**src/cddt_consts.vh**
```
// constants for the clock detector and dc test register bank
`ifndef CDDT_CONSTS_VH
`define CDDT_CONSTS_VH

`define CDDT_ADDR_W          12
`define CDDT_IDX_W           10
// register indices; byte address is four times the index
`define CDDT_IDX_CLK_DET     10'h08E
`define CDDT_IDX_DIG_TEST    10'h0F7
`define CDDT_IDX_DC_I_LO     10'h0F8
`define CDDT_IDX_DC_I_HI     10'h0F9
`define CDDT_IDX_DC_Q_LO     10'h0FA
`define CDDT_IDX_DC_Q_HI     10'h0FB

// clock_detector_control fields
`define CDDT_BIT_DET_EN      0
`define CDDT_BIT_BALANCED    1
`define CDDT_BIT_RUNNING     2
`define CDDT_BIT_PD_LOSS     3
`define CDDT_BIT_PD_SE       4

// digital_test_control fields
`define CDDT_BIT_CLK_OFF     0
`define CDDT_BIT_TEST_EN     1
`define CDDT_RSV_LSB         2
`define CDDT_RSV_MSB         7

// reset values
`define CDDT_RST_DET_EN      1'h0
`define CDDT_RST_PD_LOSS     1'h0
`define CDDT_RST_PD_SE       1'h0
`define CDDT_RST_STATUS      1'h0
`define CDDT_RST_CLK_OFF     1'h0
`define CDDT_RST_TEST_EN     1'h0
`define CDDT_RST_DIG_RSV     6'h07
`define CDDT_RST_DC_BYTE     8'h00

`endif

```
**src/cddt_top.v**
```verilog
// register bank for sample clock detector and dc test mode, apb slave
//
// What this block does
// - software bit enables clock detector, resets off
// - status bit 2 shows sample clock running
// - status bit 1 shows clock is differential
// - option powers down channels on single-ended clock
// - bit 3 option powers down channels on loss
// - test bit 0 stops top digital clock
// - test mode drives whole i channel constant
// - separate register supplies i high byte
// - q channel constant from own two registers
//
// Local design decision: the APB interface to the registers.
`timescale 1ns/1ps
`include "cddt_consts.vh"
module cddt_top (
  input  wire                    pclk,                        // apb clock, 100 MHz
  input  wire                    presetn,                     // async reset, active low
  input  wire                    psel,                        // apb select
  input  wire                    penable,                     // apb enable
  input  wire                    pwrite,                      // apb direction, 1 = write
  input  wire [`CDDT_ADDR_W-1:0] paddr,                       // apb byte address
  input  wire [31:0]             pwdata,                      // apb write data
  output wire                    pready,                      // apb ready
  output reg  [31:0]             prdata,                      // apb read data
  output wire                    pslverr,                     // apb error on unmapped address
  input  wire                    sample_clock_running_raw,    // analog detector: clock present
  input  wire                    sample_clock_balanced_raw,   // analog detector: clock differential
  input  wire [15:0]             i_data_in,                   // normal i channel data
  input  wire [15:0]             q_data_in,                   // normal q channel data
  output wire [15:0]             i_data_out,                  // i channel to converter
  output wire [15:0]             q_data_out,                  // q channel to converter
  output reg                     converter_power_down,        // forced channel power-down
  output wire                    detector_enable,             // detector circuit on
  output wire                    top_logic_clock_off,         // stop top digital clock
  output wire                    constant_output_test_enable, // dc test mode active
  output wire [15:0]             i_constant_value,            // i test constant
  output wire [15:0]             q_constant_value             // q test constant
);

  reg        det_en_reg;
  reg        running_reg;
  reg        balanced_reg;
  reg        pd_loss_reg;
  reg        pd_se_reg;
  reg        clk_off_reg;
  reg        test_en_reg;
  reg  [5:0] dig_rsv_reg;
  reg  [7:0] dc_i_lo_reg;
  reg  [7:0] dc_i_hi_reg;
  reg  [7:0] dc_q_lo_reg;
  reg  [7:0] dc_q_hi_reg;
  reg  [7:0] rd_byte;
  reg        rd_hit;
  reg        pd_next;
  wire [1:0] det_sync;
  wire       wr_strobe;
  wire       running_sync;
  wire       balanced_sync;
  wire       sel_clk_det;
  wire       sel_dig_test;
  wire       sel_i_lo;
  wire       sel_i_hi;
  wire       sel_q_lo;
  wire       sel_q_hi;
  wire       wr_clk_det;
  wire       wr_dig_test;
  wire       wr_i_lo;
  wire       wr_i_hi;
  wire       wr_q_lo;
  wire       wr_q_hi;
  wire       loss_fault;
  wire       se_fault;
  reg  [7:0] clk_det_word;
  wire [7:0] dig_test_word;

  // true when the word address names the given register index
  function addr_is;
    input [`CDDT_ADDR_W-1:0] addr;
    input [`CDDT_IDX_W-1:0]  idx;
    begin
      addr_is = (addr[1:0] == 2'h0) && (addr[`CDDT_ADDR_W-1:2] == idx);
    end
  endfunction

  // detector levels come from the analog side and are not timed to pclk
  cddt_sync2 u_sync (
    .pclk     (pclk),
    .presetn  (presetn),
    .async_in ({sample_clock_balanced_raw, sample_clock_running_raw}),
    .sync_out (det_sync)
  );

  assign running_sync  = det_sync[0];
  assign balanced_sync = det_sync[1];

  // zero wait states keep the master simple; read data is latched in setup
  assign pready    = 1'b1;
  assign wr_strobe = psel & penable & pwrite;
  assign pslverr   = psel & penable & ~rd_hit;

  // one decode per register, shared by the write enables and the read mux
  assign sel_clk_det  = addr_is(paddr, `CDDT_IDX_CLK_DET);
  assign sel_dig_test = addr_is(paddr, `CDDT_IDX_DIG_TEST);
  assign sel_i_lo     = addr_is(paddr, `CDDT_IDX_DC_I_LO);
  assign sel_i_hi     = addr_is(paddr, `CDDT_IDX_DC_I_HI);
  assign sel_q_lo     = addr_is(paddr, `CDDT_IDX_DC_Q_LO);
  assign sel_q_hi     = addr_is(paddr, `CDDT_IDX_DC_Q_HI);

  assign wr_clk_det   = wr_strobe & sel_clk_det;
  assign wr_dig_test  = wr_strobe & sel_dig_test;
  assign wr_i_lo      = wr_strobe & sel_i_lo;
  assign wr_i_hi      = wr_strobe & sel_i_hi;
  assign wr_q_lo      = wr_strobe & sel_q_lo;
  assign wr_q_hi      = wr_strobe & sel_q_hi;

  // software-written registers, one process each so a write only touches its target
  always @(posedge pclk or negedge presetn) begin
    if (!presetn) begin
      det_en_reg <= `CDDT_RST_DET_EN;
    end else if (wr_clk_det) begin
      det_en_reg <= pwdata[`CDDT_BIT_DET_EN];
    end
  end

  always @(posedge pclk or negedge presetn) begin
    if (!presetn) begin
      pd_loss_reg <= `CDDT_RST_PD_LOSS;
    end else if (wr_clk_det) begin
      pd_loss_reg <= pwdata[`CDDT_BIT_PD_LOSS];
    end
  end

  always @(posedge pclk or negedge presetn) begin
    if (!presetn) begin
      pd_se_reg <= `CDDT_RST_PD_SE;
    end else if (wr_clk_det) begin
      pd_se_reg <= pwdata[`CDDT_BIT_PD_SE];
    end
  end

  always @(posedge pclk or negedge presetn) begin
    if (!presetn) begin
      clk_off_reg <= `CDDT_RST_CLK_OFF;
    end else if (wr_dig_test) begin
      clk_off_reg <= pwdata[`CDDT_BIT_CLK_OFF];
    end
  end

  always @(posedge pclk or negedge presetn) begin
    if (!presetn) begin
      test_en_reg <= `CDDT_RST_TEST_EN;
    end else if (wr_dig_test) begin
      test_en_reg <= pwdata[`CDDT_BIT_TEST_EN];
    end
  end

  // reserved field stays writable so read-modify-write by software round-trips
  always @(posedge pclk or negedge presetn) begin
    if (!presetn) begin
      dig_rsv_reg <= `CDDT_RST_DIG_RSV;
    end else if (wr_dig_test) begin
      dig_rsv_reg <= pwdata[`CDDT_RSV_MSB:`CDDT_RSV_LSB];
    end
  end

  always @(posedge pclk or negedge presetn) begin
    if (!presetn) begin
      dc_i_lo_reg <= `CDDT_RST_DC_BYTE;
    end else if (wr_i_lo) begin
      dc_i_lo_reg <= pwdata[7:0];
    end
  end

  always @(posedge pclk or negedge presetn) begin
    if (!presetn) begin
      dc_i_hi_reg <= `CDDT_RST_DC_BYTE;
    end else if (wr_i_hi) begin
      dc_i_hi_reg <= pwdata[7:0];
    end
  end

  always @(posedge pclk or negedge presetn) begin
    if (!presetn) begin
      dc_q_lo_reg <= `CDDT_RST_DC_BYTE;
    end else if (wr_q_lo) begin
      dc_q_lo_reg <= pwdata[7:0];
    end
  end

  always @(posedge pclk or negedge presetn) begin
    if (!presetn) begin
      dc_q_hi_reg <= `CDDT_RST_DC_BYTE;
    end else if (wr_q_hi) begin
      dc_q_hi_reg <= pwdata[7:0];
    end
  end

  // status tracks the detector only while it is enabled, else holds
  always @(posedge pclk or negedge presetn) begin
    if (!presetn) begin
      running_reg <= `CDDT_RST_STATUS;
    end else if (det_en_reg) begin
      running_reg <= running_sync;
    end
  end

  always @(posedge pclk or negedge presetn) begin
    if (!presetn) begin
      balanced_reg <= `CDDT_RST_STATUS;
    end else if (det_en_reg) begin
      balanced_reg <= balanced_sync;
    end
  end

  // a stopped clock cannot be judged for balance, so single-ended only counts while running
  assign loss_fault = pd_loss_reg & ~running_reg;
  assign se_fault   = pd_se_reg & running_reg & ~balanced_reg;

  always @* begin
    pd_next = 1'b0;
    if (det_en_reg) begin
      if (loss_fault) begin
        pd_next = 1'b1;
      end else if (se_fault) begin
        pd_next = 1'b1;
      end
    end
  end

  always @(posedge pclk or negedge presetn) begin
    if (!presetn) begin
      converter_power_down <= 1'b0;
    end else begin
      converter_power_down <= pd_next;
    end
  end

  // assembled register words; unused bits of the detector word read zero
  always @* begin
    clk_det_word                      = 8'h00;
    clk_det_word[`CDDT_BIT_DET_EN]    = det_en_reg;
    clk_det_word[`CDDT_BIT_BALANCED]  = balanced_reg;
    clk_det_word[`CDDT_BIT_RUNNING]   = running_reg;
    clk_det_word[`CDDT_BIT_PD_LOSS]   = pd_loss_reg;
    clk_det_word[`CDDT_BIT_PD_SE]     = pd_se_reg;
  end

  assign dig_test_word = {dig_rsv_reg, test_en_reg, clk_off_reg};

  // read decode
  always @* begin
    rd_byte = 8'h00;
    rd_hit  = 1'b1;
    if (sel_clk_det) begin
      rd_byte = clk_det_word;
    end else if (sel_dig_test) begin
      rd_byte = dig_test_word;
    end else if (sel_i_lo) begin
      rd_byte = dc_i_lo_reg;
    end else if (sel_i_hi) begin
      rd_byte = dc_i_hi_reg;
    end else if (sel_q_lo) begin
      rd_byte = dc_q_lo_reg;
    end else if (sel_q_hi) begin
      rd_byte = dc_q_hi_reg;
    end else begin
      rd_hit = 1'b0;
    end
  end

  // captured in setup so read data already stands when the access edge samples it
  always @(posedge pclk or negedge presetn) begin
    if (!presetn) begin
      prdata <= 32'h00000000;
    end else if (psel && !penable) begin
      prdata <= {24'h000000, rd_byte};
    end
  end

  // register levels go straight out, no extra stage
  assign detector_enable             = det_en_reg;
  assign top_logic_clock_off         = clk_off_reg;
  assign constant_output_test_enable = test_en_reg;
  assign i_constant_value            = {dc_i_hi_reg, dc_i_lo_reg};
  assign q_constant_value            = {dc_q_hi_reg, dc_q_lo_reg};

  // outputs are registered so entering test mode switches on a clean edge
  cddt_test_source u_src (
    .pclk    (pclk),
    .presetn (presetn),
    .test_en (test_en_reg),
    .i_const (i_constant_value),
    .q_const (q_constant_value),
    .i_in    (i_data_in),
    .q_in    (q_data_in),
    .i_out   (i_data_out),
    .q_out   (q_data_out)
  );

endmodule

```
**src/cddt_sync2.v**
```verilog
// two-flop synchroniser for level inputs from outside the pclk domain
`timescale 1ns/1ps
module cddt_sync2 (
  input  wire       pclk,     // register clock
  input  wire       presetn,  // async reset, active low
  input  wire [1:0] async_in, // raw levels
  output wire [1:0] sync_out  // synchronised levels
);

  genvar g;
  generate
    for (g = 0; g < 2; g = g + 1) begin : g_bit
      reg meta_reg;
      reg sync_reg;
      always @(posedge pclk or negedge presetn) begin
        if (!presetn) begin
          meta_reg <= 1'b0;
          sync_reg <= 1'b0;
        end else begin
          meta_reg <= async_in[g];
          sync_reg <= meta_reg;
        end
      end
      assign sync_out[g] = sync_reg;
    end
  endgenerate

endmodule

```
**src/cddt_test_source.v**
```verilog
// selects normal channel data or the constant test value, registered
`timescale 1ns/1ps
module cddt_test_source (
  input  wire        pclk,      // register clock
  input  wire        presetn,   // async reset, active low
  input  wire        test_en,   // constant output test enable
  input  wire [15:0] i_const,   // i constant value
  input  wire [15:0] q_const,   // q constant value
  input  wire [15:0] i_in,      // normal i channel data
  input  wire [15:0] q_in,      // normal q channel data
  output reg  [15:0] i_out,     // i channel towards converter
  output reg  [15:0] q_out      // q channel towards converter
);

  always @(posedge pclk or negedge presetn) begin
    if (!presetn) begin
      i_out <= 16'h0000;
      q_out <= 16'h0000;
    end else if (test_en) begin
      i_out <= i_const;
      q_out <= q_const;
    end else begin
      i_out <= i_in;
      q_out <= q_in;
    end
  end

endmodule

```
**config.mk**
```make
export PLATFORM = sky130hd
export DESIGN_NAME = cddt_top
export DESIGN_NICKNAME = d
export VERILOG_FILES = /design/src/cddt_top.v /design/src/cddt_sync2.v /design/src/cddt_test_source.v
export VERILOG_INCLUDE_DIRS = /design/src /design/src/src
export SDC_FILE = /design/constraint.sdc
export NUM_CORES = 1
export LEC_CHECK = 0
export BUFFER_PORTS_ARGS = -buffer_cell sky130_fd_sc_hd__clkbuf_2
export CAP_MARGIN = 40
export CORE_ASPECT_RATIO = 1.5
export CORE_MARGIN = 2
export CORE_UTILIZATION = 40
export CTS_CLUSTER_DIAMETER = 100
export DETAILED_ROUTE_END_ITERATION = 8
export MAX_ROUTING_LAYER = met4
export PLACE_DENSITY = 0.71
export SLEW_MARGIN = 0
export SYNTH_ARGS = -nofsm -noshare
export SYNTH_HDL_FRONTEND = slang
export SYNTH_SLANG_ARGS = --single-unit
```
**constraint.sdc**
```tcl
create_clock -name pclk -period 1.9 [get_ports pclk]
set_input_delay 0.19 -clock pclk [delete_from_list [all_inputs] [get_ports pclk]]
set_output_delay 0.19 -clock pclk [all_outputs]
set_load 0.03 [all_outputs]
```
==> results of run 1 <==
[layer usage]
layer / global-route usage / vias to the layer above
li1: - / 1384
met2: 0.331 / 121
met1: 0.226 / 1538
met5: - / -
met3: 0.0382 / 18
met4: 0.0787 / 0
[power breakdown]
group	total, uW	switching, uW	internal (uW)
Clock	1750	696	1060
Sequential	1970	12.2	1960
Combinational	430	290	140
[worst paths after layout]
kind / startpoint / endpoint
min: i_data_in[0] / u_src.i_out[0]$_DFF_PN0_
max reg2reg: dc_i_lo_reg[1]$_DFFE_PN0P_ / prdata[1]$_DFFE_PN0P_
min in group asynchronous: presetn / dc_i_lo_reg[7]$_DFFE_PN0P_
min reg2reg: u_sync.g_bit[0].meta_reg$_DFF_PN0_ / u_sync.g_bit[0].sync_reg$_DFF_PN0_
max in group asynchronous: presetn / u_src.i_out[14]$_DFF_PN0_
max: dc_i_lo_reg[1]$_DFFE_PN0P_ / prdata[1]$_DFFE_PN0P_
[per-stage QoR]
stage,total power (uW),std cells
CTS,4190,585
detailed placement,2430,566
floorplan,2280,327
finish,4150,586
global route,4320,586
global placement,2420,566
[cell families (layout without fill, tap and decap cells)]
family | after synthesis | after routing | share of synthesized area
AOI/OAI and AO/OA | 22 | 22 | 0.0413
buffers and inverters | 46 | 188 | 0.0673
DFF | 90 | 90 | 0.539
muxes | 85 | 85 | 0.252
other | 2 | 25 | 0.00180
and+or+nand+nor | 59 | 59 | 0.0981
[cell usage after synthesis, types with 4 or more instances]
| master | count |
|---|---|
| a222oi_1 | 5 |
| and2_1 | 7 |
| and3_1 | 4 |
| buf_4 | 26 |
| clkbuf_1 | 7 |
| dfrtp_1 | 87 |
| inv_1 | 4 |
| mux2_2 | 70 |
| mux2_4 | 8 |
| mux4_2 | 6 |
| nand2_1 | 10 |
| nor3_1 | 7 |
| o31ai_1 | 5 |
| or3b_1 | 5 |
[critical path, cell delays in order, from the launching register on]
cell	delay (ps)
dfrtp_1	370
or3b_1	340
mux4_2	490
a222oi_1	420
o31ai_1	130
[layout make-up]
class / count / area [sq um] / area share
clock buffer: 12 / 246 / 0.0456
tap: 117 / 146 / 0.0271
multi-input combinational: 191 / 1730 / 0.320
sequential: 90 / 2260 / 0.417
timing repair buffer: 166 / 956 / 0.177
clock inverter: 4 / 51.3 / 0.00948
inverter: 6 / 22.5 / 0.00416
[timing repair]
action,CTS,global route
gates cloned,0,0
hold buffers,3,0
pin swaps,2,5
endpoints found under the hold margin,45,0
setup buffers,0,1
setup endpoints to repair,1,5
==> metrics.txt, run 1 <==
leakage=0.00275 uW; commonest non-fill, non-tap cell in the layout=clkbuf_2; antenna violations before repair=0; Max Fclk=0.526 GHz; post-layout util=0.534; die area=11,300 sq um; final period utilization=1.00; grt total ovfl=0; syn_area_per_cell=13.8 sq um; final hold slack=82.5 ps; placed inst area=5070 sq um; Slew @ Worst Pin=827 ps; post-DR wirelength/cell=17.7 microns; Cells after Synth=304; Worst-Skew Late Latency=330 ps; Final Hold Viols=0; Ys Warns=0; clk slew on worst S/H paths=60 ps; Worst Hold Class=input pin to flip-flop; crit path max fanout=2; DP HPWL=7900 microns; worst hold stages=2; wl on met1=3900 microns; commonest cells after routing, fill and taps aside=134 x clkbuf_2, 87 x dfrtp_1, 70 x mux2_2, 26 x buf_4, 25 x conb_1; DR iter-0 viols=262; R2R setup slack=0.2 ps; Routed met2 length=5630 microns; # DRC=0; Post-Syn Area=4180 sq um; CTS Buffer Depth=2; Setup TNS=0 ps; Critical Path End Type=flip-flop; # clock sinks=90; CTS root buf=clkbuf_16; largest net degree at the start of global routing=49; Final Cell Area=5410 sq um; layout cell share with drive strength beyond 1=0.576; Seq cells post-synth=90; 1st-pass router iterations=4; Max Cap Violations=0; Post-synth EDFFs=0; vias per cell=5.22; post-synth cell types=47; Crit path arrival time=2090 ps; CTS resizes=0; setup ws final=0.169 ps; Place WS=-84.6 ps; top cells by area, synth=dfrtp_1 52%, mux2_2 19%, buf_4 4.7%; Primary FF master, synth=dfrtp_1; DR vias=3,061; Tmin final=1900 ps; share of synthesized registers carrying an async set or reset=1.00; Fillers=876; first-pass GRT wire length=16,100 microns; Antenna Cells=0; Largest regs=u_src.i_out: 16 flops, u_src.q_out: 16 flops; Worst EP required=2090 ps; CTS tree=built; die outline width=87.5 microns; PD cells=767 nW/um^2; Area Growth Syn to Fin=29.4%; final wirelength=10,400 microns; Slew Viols, Final=0; Port Buffer Count=135; Reg2Reg Depth=4; CORE AREA=10,100 sq um; RSZ-0062 raised after global routing=yes; area leader, netlist=dfrtp_1; Seq/Total Area, Yosys=0.539; cell row count=45; CP Launch Type=flip-flop; Crit Path Class=flip-flop to flip-flop; CTS buffer count=9; Die Y=129 microns; Initial Util=0.413; Slew headroom=0.444; top cell type's share of synthesized area=0.521; post-route ant nets=0; Total GRT Usage=0.196; met3 WL post-DR=586 microns; # IOs=185; vias in the first global route=3,197; Placer Congestion=0.911; clk_skew=4.63 ps; depth of the CTS H-tree=3; worst vdd ir=0.566 mV; Setup Viol. Count Final=0; status=complete, no violations; Layout Nets=547; highest metal used=met4
(Power assumes the default switching activity.)
==> run 2, diff against run 1 <==
- ABC_AREA: not set -> 1
- REMOVE_ABC_BUFFERS: not set -> 1
==> metrics.txt, run 2 <==
DR vias=3,547 (was 3,061); Port Buffer Count=135 (unchanged); vias per cell=4.85 (was 5.22); # clock sinks=90 (unchanged); CTS buffer count=9 (unchanged); final period utilization=0.887 (was 1.00); Total GRT Usage=0.205 (was 0.196); WP buf/inv=2 (was 0); die outline width=88.9 microns (was 87.5 microns); CTS root buf=clkbuf_16 (unchanged); CTS Buffer Depth=2 (unchanged); Tmin final=1690 ps (was 1900 ps); clk_skew=4.37 ps (was 4.63 ps); CP Launch Type=input pin (was flip-flop); multi-input logic area=1750 sq um (was 1730 sq um); grt total ovfl=0 (unchanged); Fillers=1,006 (was 876); PD cells=779 nW/um^2 (was 767 nW/um^2); Final Cell Area=5410 sq um (about the same); syn_area_per_cell=9.76 sq um (was 13.8 sq um); R2R setup slack=590 ps (was 0.2 ps); CORE AREA=10,500 sq um (was 10,100 sq um); Layout Nets=666 (was 547); vias in the first global route=3,581 (was 3,197); Worst EP required=1710 ps (was 2090 ps); Pint=3170 uW (was 3150 uW); register area=2260 sq um (about the same); status=complete, no violations (unchanged); GR Util met1=0.234 (was 0.226); post-synth cell types=35 (was 47); DP HPWL=8320 microns (was 7900 microns); GRT Max-Usage Layer=met2 (unchanged); Crit path arrival time=1500 ps (was 2090 ps); Reg2Reg Depth=2 (was 4); Ys Warns=0 (unchanged); Worst path most repeated cell=clkbuf_2; top cell type's share of synthesized area=0.504 (was 0.521); DR iter-0 viols=179 (was 262); Worst Hold Class=input pin to flip-flop (unchanged); Combinational Power Share=0.102 (was 0.104); worst hold stages=2 (unchanged); Area Growth Syn to Fin=25.2% (was 29.4%); Final Hold Viols=0 (unchanged); final wirelength=11,000 microns (was 10,400 microns); Clk network pwr share=0.431 (was 0.422); hold_sp=q_data_in[3] (was i_data_in[0]); Largest regs=u_src.i_out: 16 flops, u_src.q_out: 16 flops (unchanged); reg2reg end=u_src.q_out[10]$_DFF_PN0_ (was prdata[1]$_DFFE_PN0P_); CP Cell Sequence=clkbuf_2 > nor2_8 > nand2_4 > nor3_1 > nor4_1 > clkbuf_2 (was or3b_1 > mux4_2 > a222oi_1 > o31ai_1); Crit Path Class=input pin to primary output (was flip-flop to flip-flop); Cells after Synth=443 (was 304); Placer Congestion=0.924 (was 0.911); Setup Viol. Count Final=0 (unchanged); 1st-pass router iterations=4 (unchanged); Worst-Skew Late Latency=340 ps (was 330 ps); Setup TNS=0 ps (unchanged); area leader, netlist=dfrtp_1 (unchanged); die area=11,700 sq um (was 11,300 sq um); Primary FF master, synth=dfrtp_1 (unchanged); top cells by area, synth=dfrtp_1 50%, nand2_1 8.3%, mux2_2 6.0% (was dfrtp_1 52%, mux2_2 19%, buf_4 4.7%); P_sw=1050 uW (was 998 uW); most frequent cell after synthesis=nand2_1 (was dfrtp_1); Max Cap Violations=0 (unchanged); Slew Viols, Final=0 (unchanged); post-DR wirelength/cell=15.0 microns (was 17.7 microns); # IOs=185 (unchanged); GR Util met3=0.0459 (was 0.0382); leakage=0.00279 uW (was 0.00275 uW); sequential share of power=0.467 (was 0.475); commonest non-fill, non-tap cell in the layout=clkbuf_2 (unchanged); post-route ant nets=0 (unchanged); first-pass GRT wire length=17,800 microns (was 16,100 microns); Critical Path End Type=primary output (was flip-flop); Antenna Cells=0 (unchanged); share of synthesized registers carrying an async set or reset=1.00 (unchanged); largest net degree at the start of global routing=37 (was 49); Post-synth EDFFs=0 (unchanged); met2 usage=0.339 (was 0.331); layout cell share with drive strength beyond 1=0.398 (was 0.576); antenna violations before repair=0 (unchanged); placed inst area=5070 sq um (unchanged); commonest cells after routing, fill and taps aside=134 x clkbuf_2, 95 x nand2_1, 86 x dfrtp_1, 34 x nand4_1, 31 x nor2_1 (was 134 x clkbuf_2, 87 x dfrtp_1, 70 x mux2_2, 26 x buf_4, 25 x conb_1); depth of the CTS H-tree=3 (unchanged); Switching Fraction=0.249 (was 0.240); Worst path slowest cell=nor3_1 (was mux4_2); worst vdd ir=0.450 mV (was 0.566 mV); Max Fclk=0.593 GHz (was 0.526 GHz); cell row count=46 (was 45); clk slew on worst S/H paths=60 ps (about the same); Crit Reg-Reg Startpoint=constant_output_test_enable$_DFFE_PN0P_ (was dc_i_lo_reg[1]$_DFFE_PN0P_); # DRC=0 (unchanged); Initial Util=0.410 (was 0.413); RSZ-0062 raised after global routing=no (was yes); Seq cells post-synth=90 (unchanged); Seq/Total Area, Yosys=0.522 (was 0.539); Die Y=131 microns (was 129 microns); Post-Syn Area=4320 sq um (was 4180 sq um); slowest stage delay, CP=390 ps (was 490 ps); crit path max fanout=28 (was 2); Post-synth top cells=95 x nand2_1, 87 x dfrtp_1, 34 x nand4_1, 31 x nor2_1, 28 x inv_1 (was 87 x dfrtp_1, 70 x mux2_2, 26 x buf_4, 10 x nand2_1, 8 x mux2_4); cell family with most CP delay=simple AND/OR/NAND/NOR gates (was compound AO/OA/AOI/OAI gates); CTS tree=built (unchanged); Worst Hold End=u_src.q_out[3]$_DFF_PN0_ (was u_src.i_out[0]$_DFF_PN0_)
[run 2: how the worst max path moves through the flow]
stage | startpoint | end | slack, ps | cells past startpoint
floorplan | paddr[9] | pslverr | -110 | 6
global placement | paddr[11] | prdata[7]$_DFFE_PN0P_ | 210 | 9
detailed placement | paddr[11] | prdata[7]$_DFFE_PN0P_ | 180 | 9
CTS | paddr[11] | pslverr | 240 | 6
global route | paddr[11] | pslverr | 120 | 6
finish | paddr[11] | pslverr | 210 | 6
[run 2: per-layer routing]
metal  share of wire  vias up
li1                -     1703
met1            0.38     1667
met2            0.53      154
met3           0.067       23
met4           0.026        0
met5               0        -
[run 2: timing repair]
| action | CTS | global route |
|---|---|---|
| hold buffers | 3 | 0 |
| setup buffers | 0 | 0 |
| setup endpoints to repair | 0 | 0 |
| gates resized for setup | 0 | 0 |
| hold endpoints to repair | 34 | 0 |
[run 2: power by group through the flow]
| stage | combinational (uW) | clock [uW] | sequential, uW |
|---|---|---|---|
| detailed placement | 427 | 0 | 2000 |
| finish | 429 | 1820 | 1970 |
| CTS | 433 | 1860 | 1970 |
| global placement | 418 | 0 | 2000 |
| floorplan | 167 | 0 | 2080 |
| global route | 470 | 1950 | 1970 |
[run 2: final cells by class]
type,instances,share of cell area
well taps,144,0.0333
clock buffers,12,0.0474
repair buffers,147,0.148
multi-input cells,304,0.323
clock inverters,4,0.00925
inverters,31,0.0215
flip-flops and latches,90,0.417
[run 2: worst register-to-register path: stages (launching register included)]
cell and delay [ps]:
dfrtp_2 590, buf_12 250, mux2_2 370
[run 2: kinds of logic (layout without fill, tap and decap cells)]
| group | Yosys count | in the layout | share of synthesized area |
|---|---|---|---|
| simple gates | 194 | 194 | 0.234 |
| mux | 23 | 23 | 0.0599 |
| buf+inv | 72 | 194 | 0.0932 |
| compound gates | 62 | 62 | 0.0895 |
| flops | 90 | 90 | 0.522 |
| other cells | 2 | 25 | 0.00174 |
[run 2: through the flow]
stage	setup WS (ps)	hold WS, ps	utilization	power (uW)	cells
finish	215	75.8	0.514	4210	732
global route	123	65.6	0.514	4400	732
CTS	236	61.3	0.514	4260	732
detailed placement	182	184	0.482	2430	713
global placement	213	178	0.482	2420	713
floorplan	-106	-106	-	2250	425
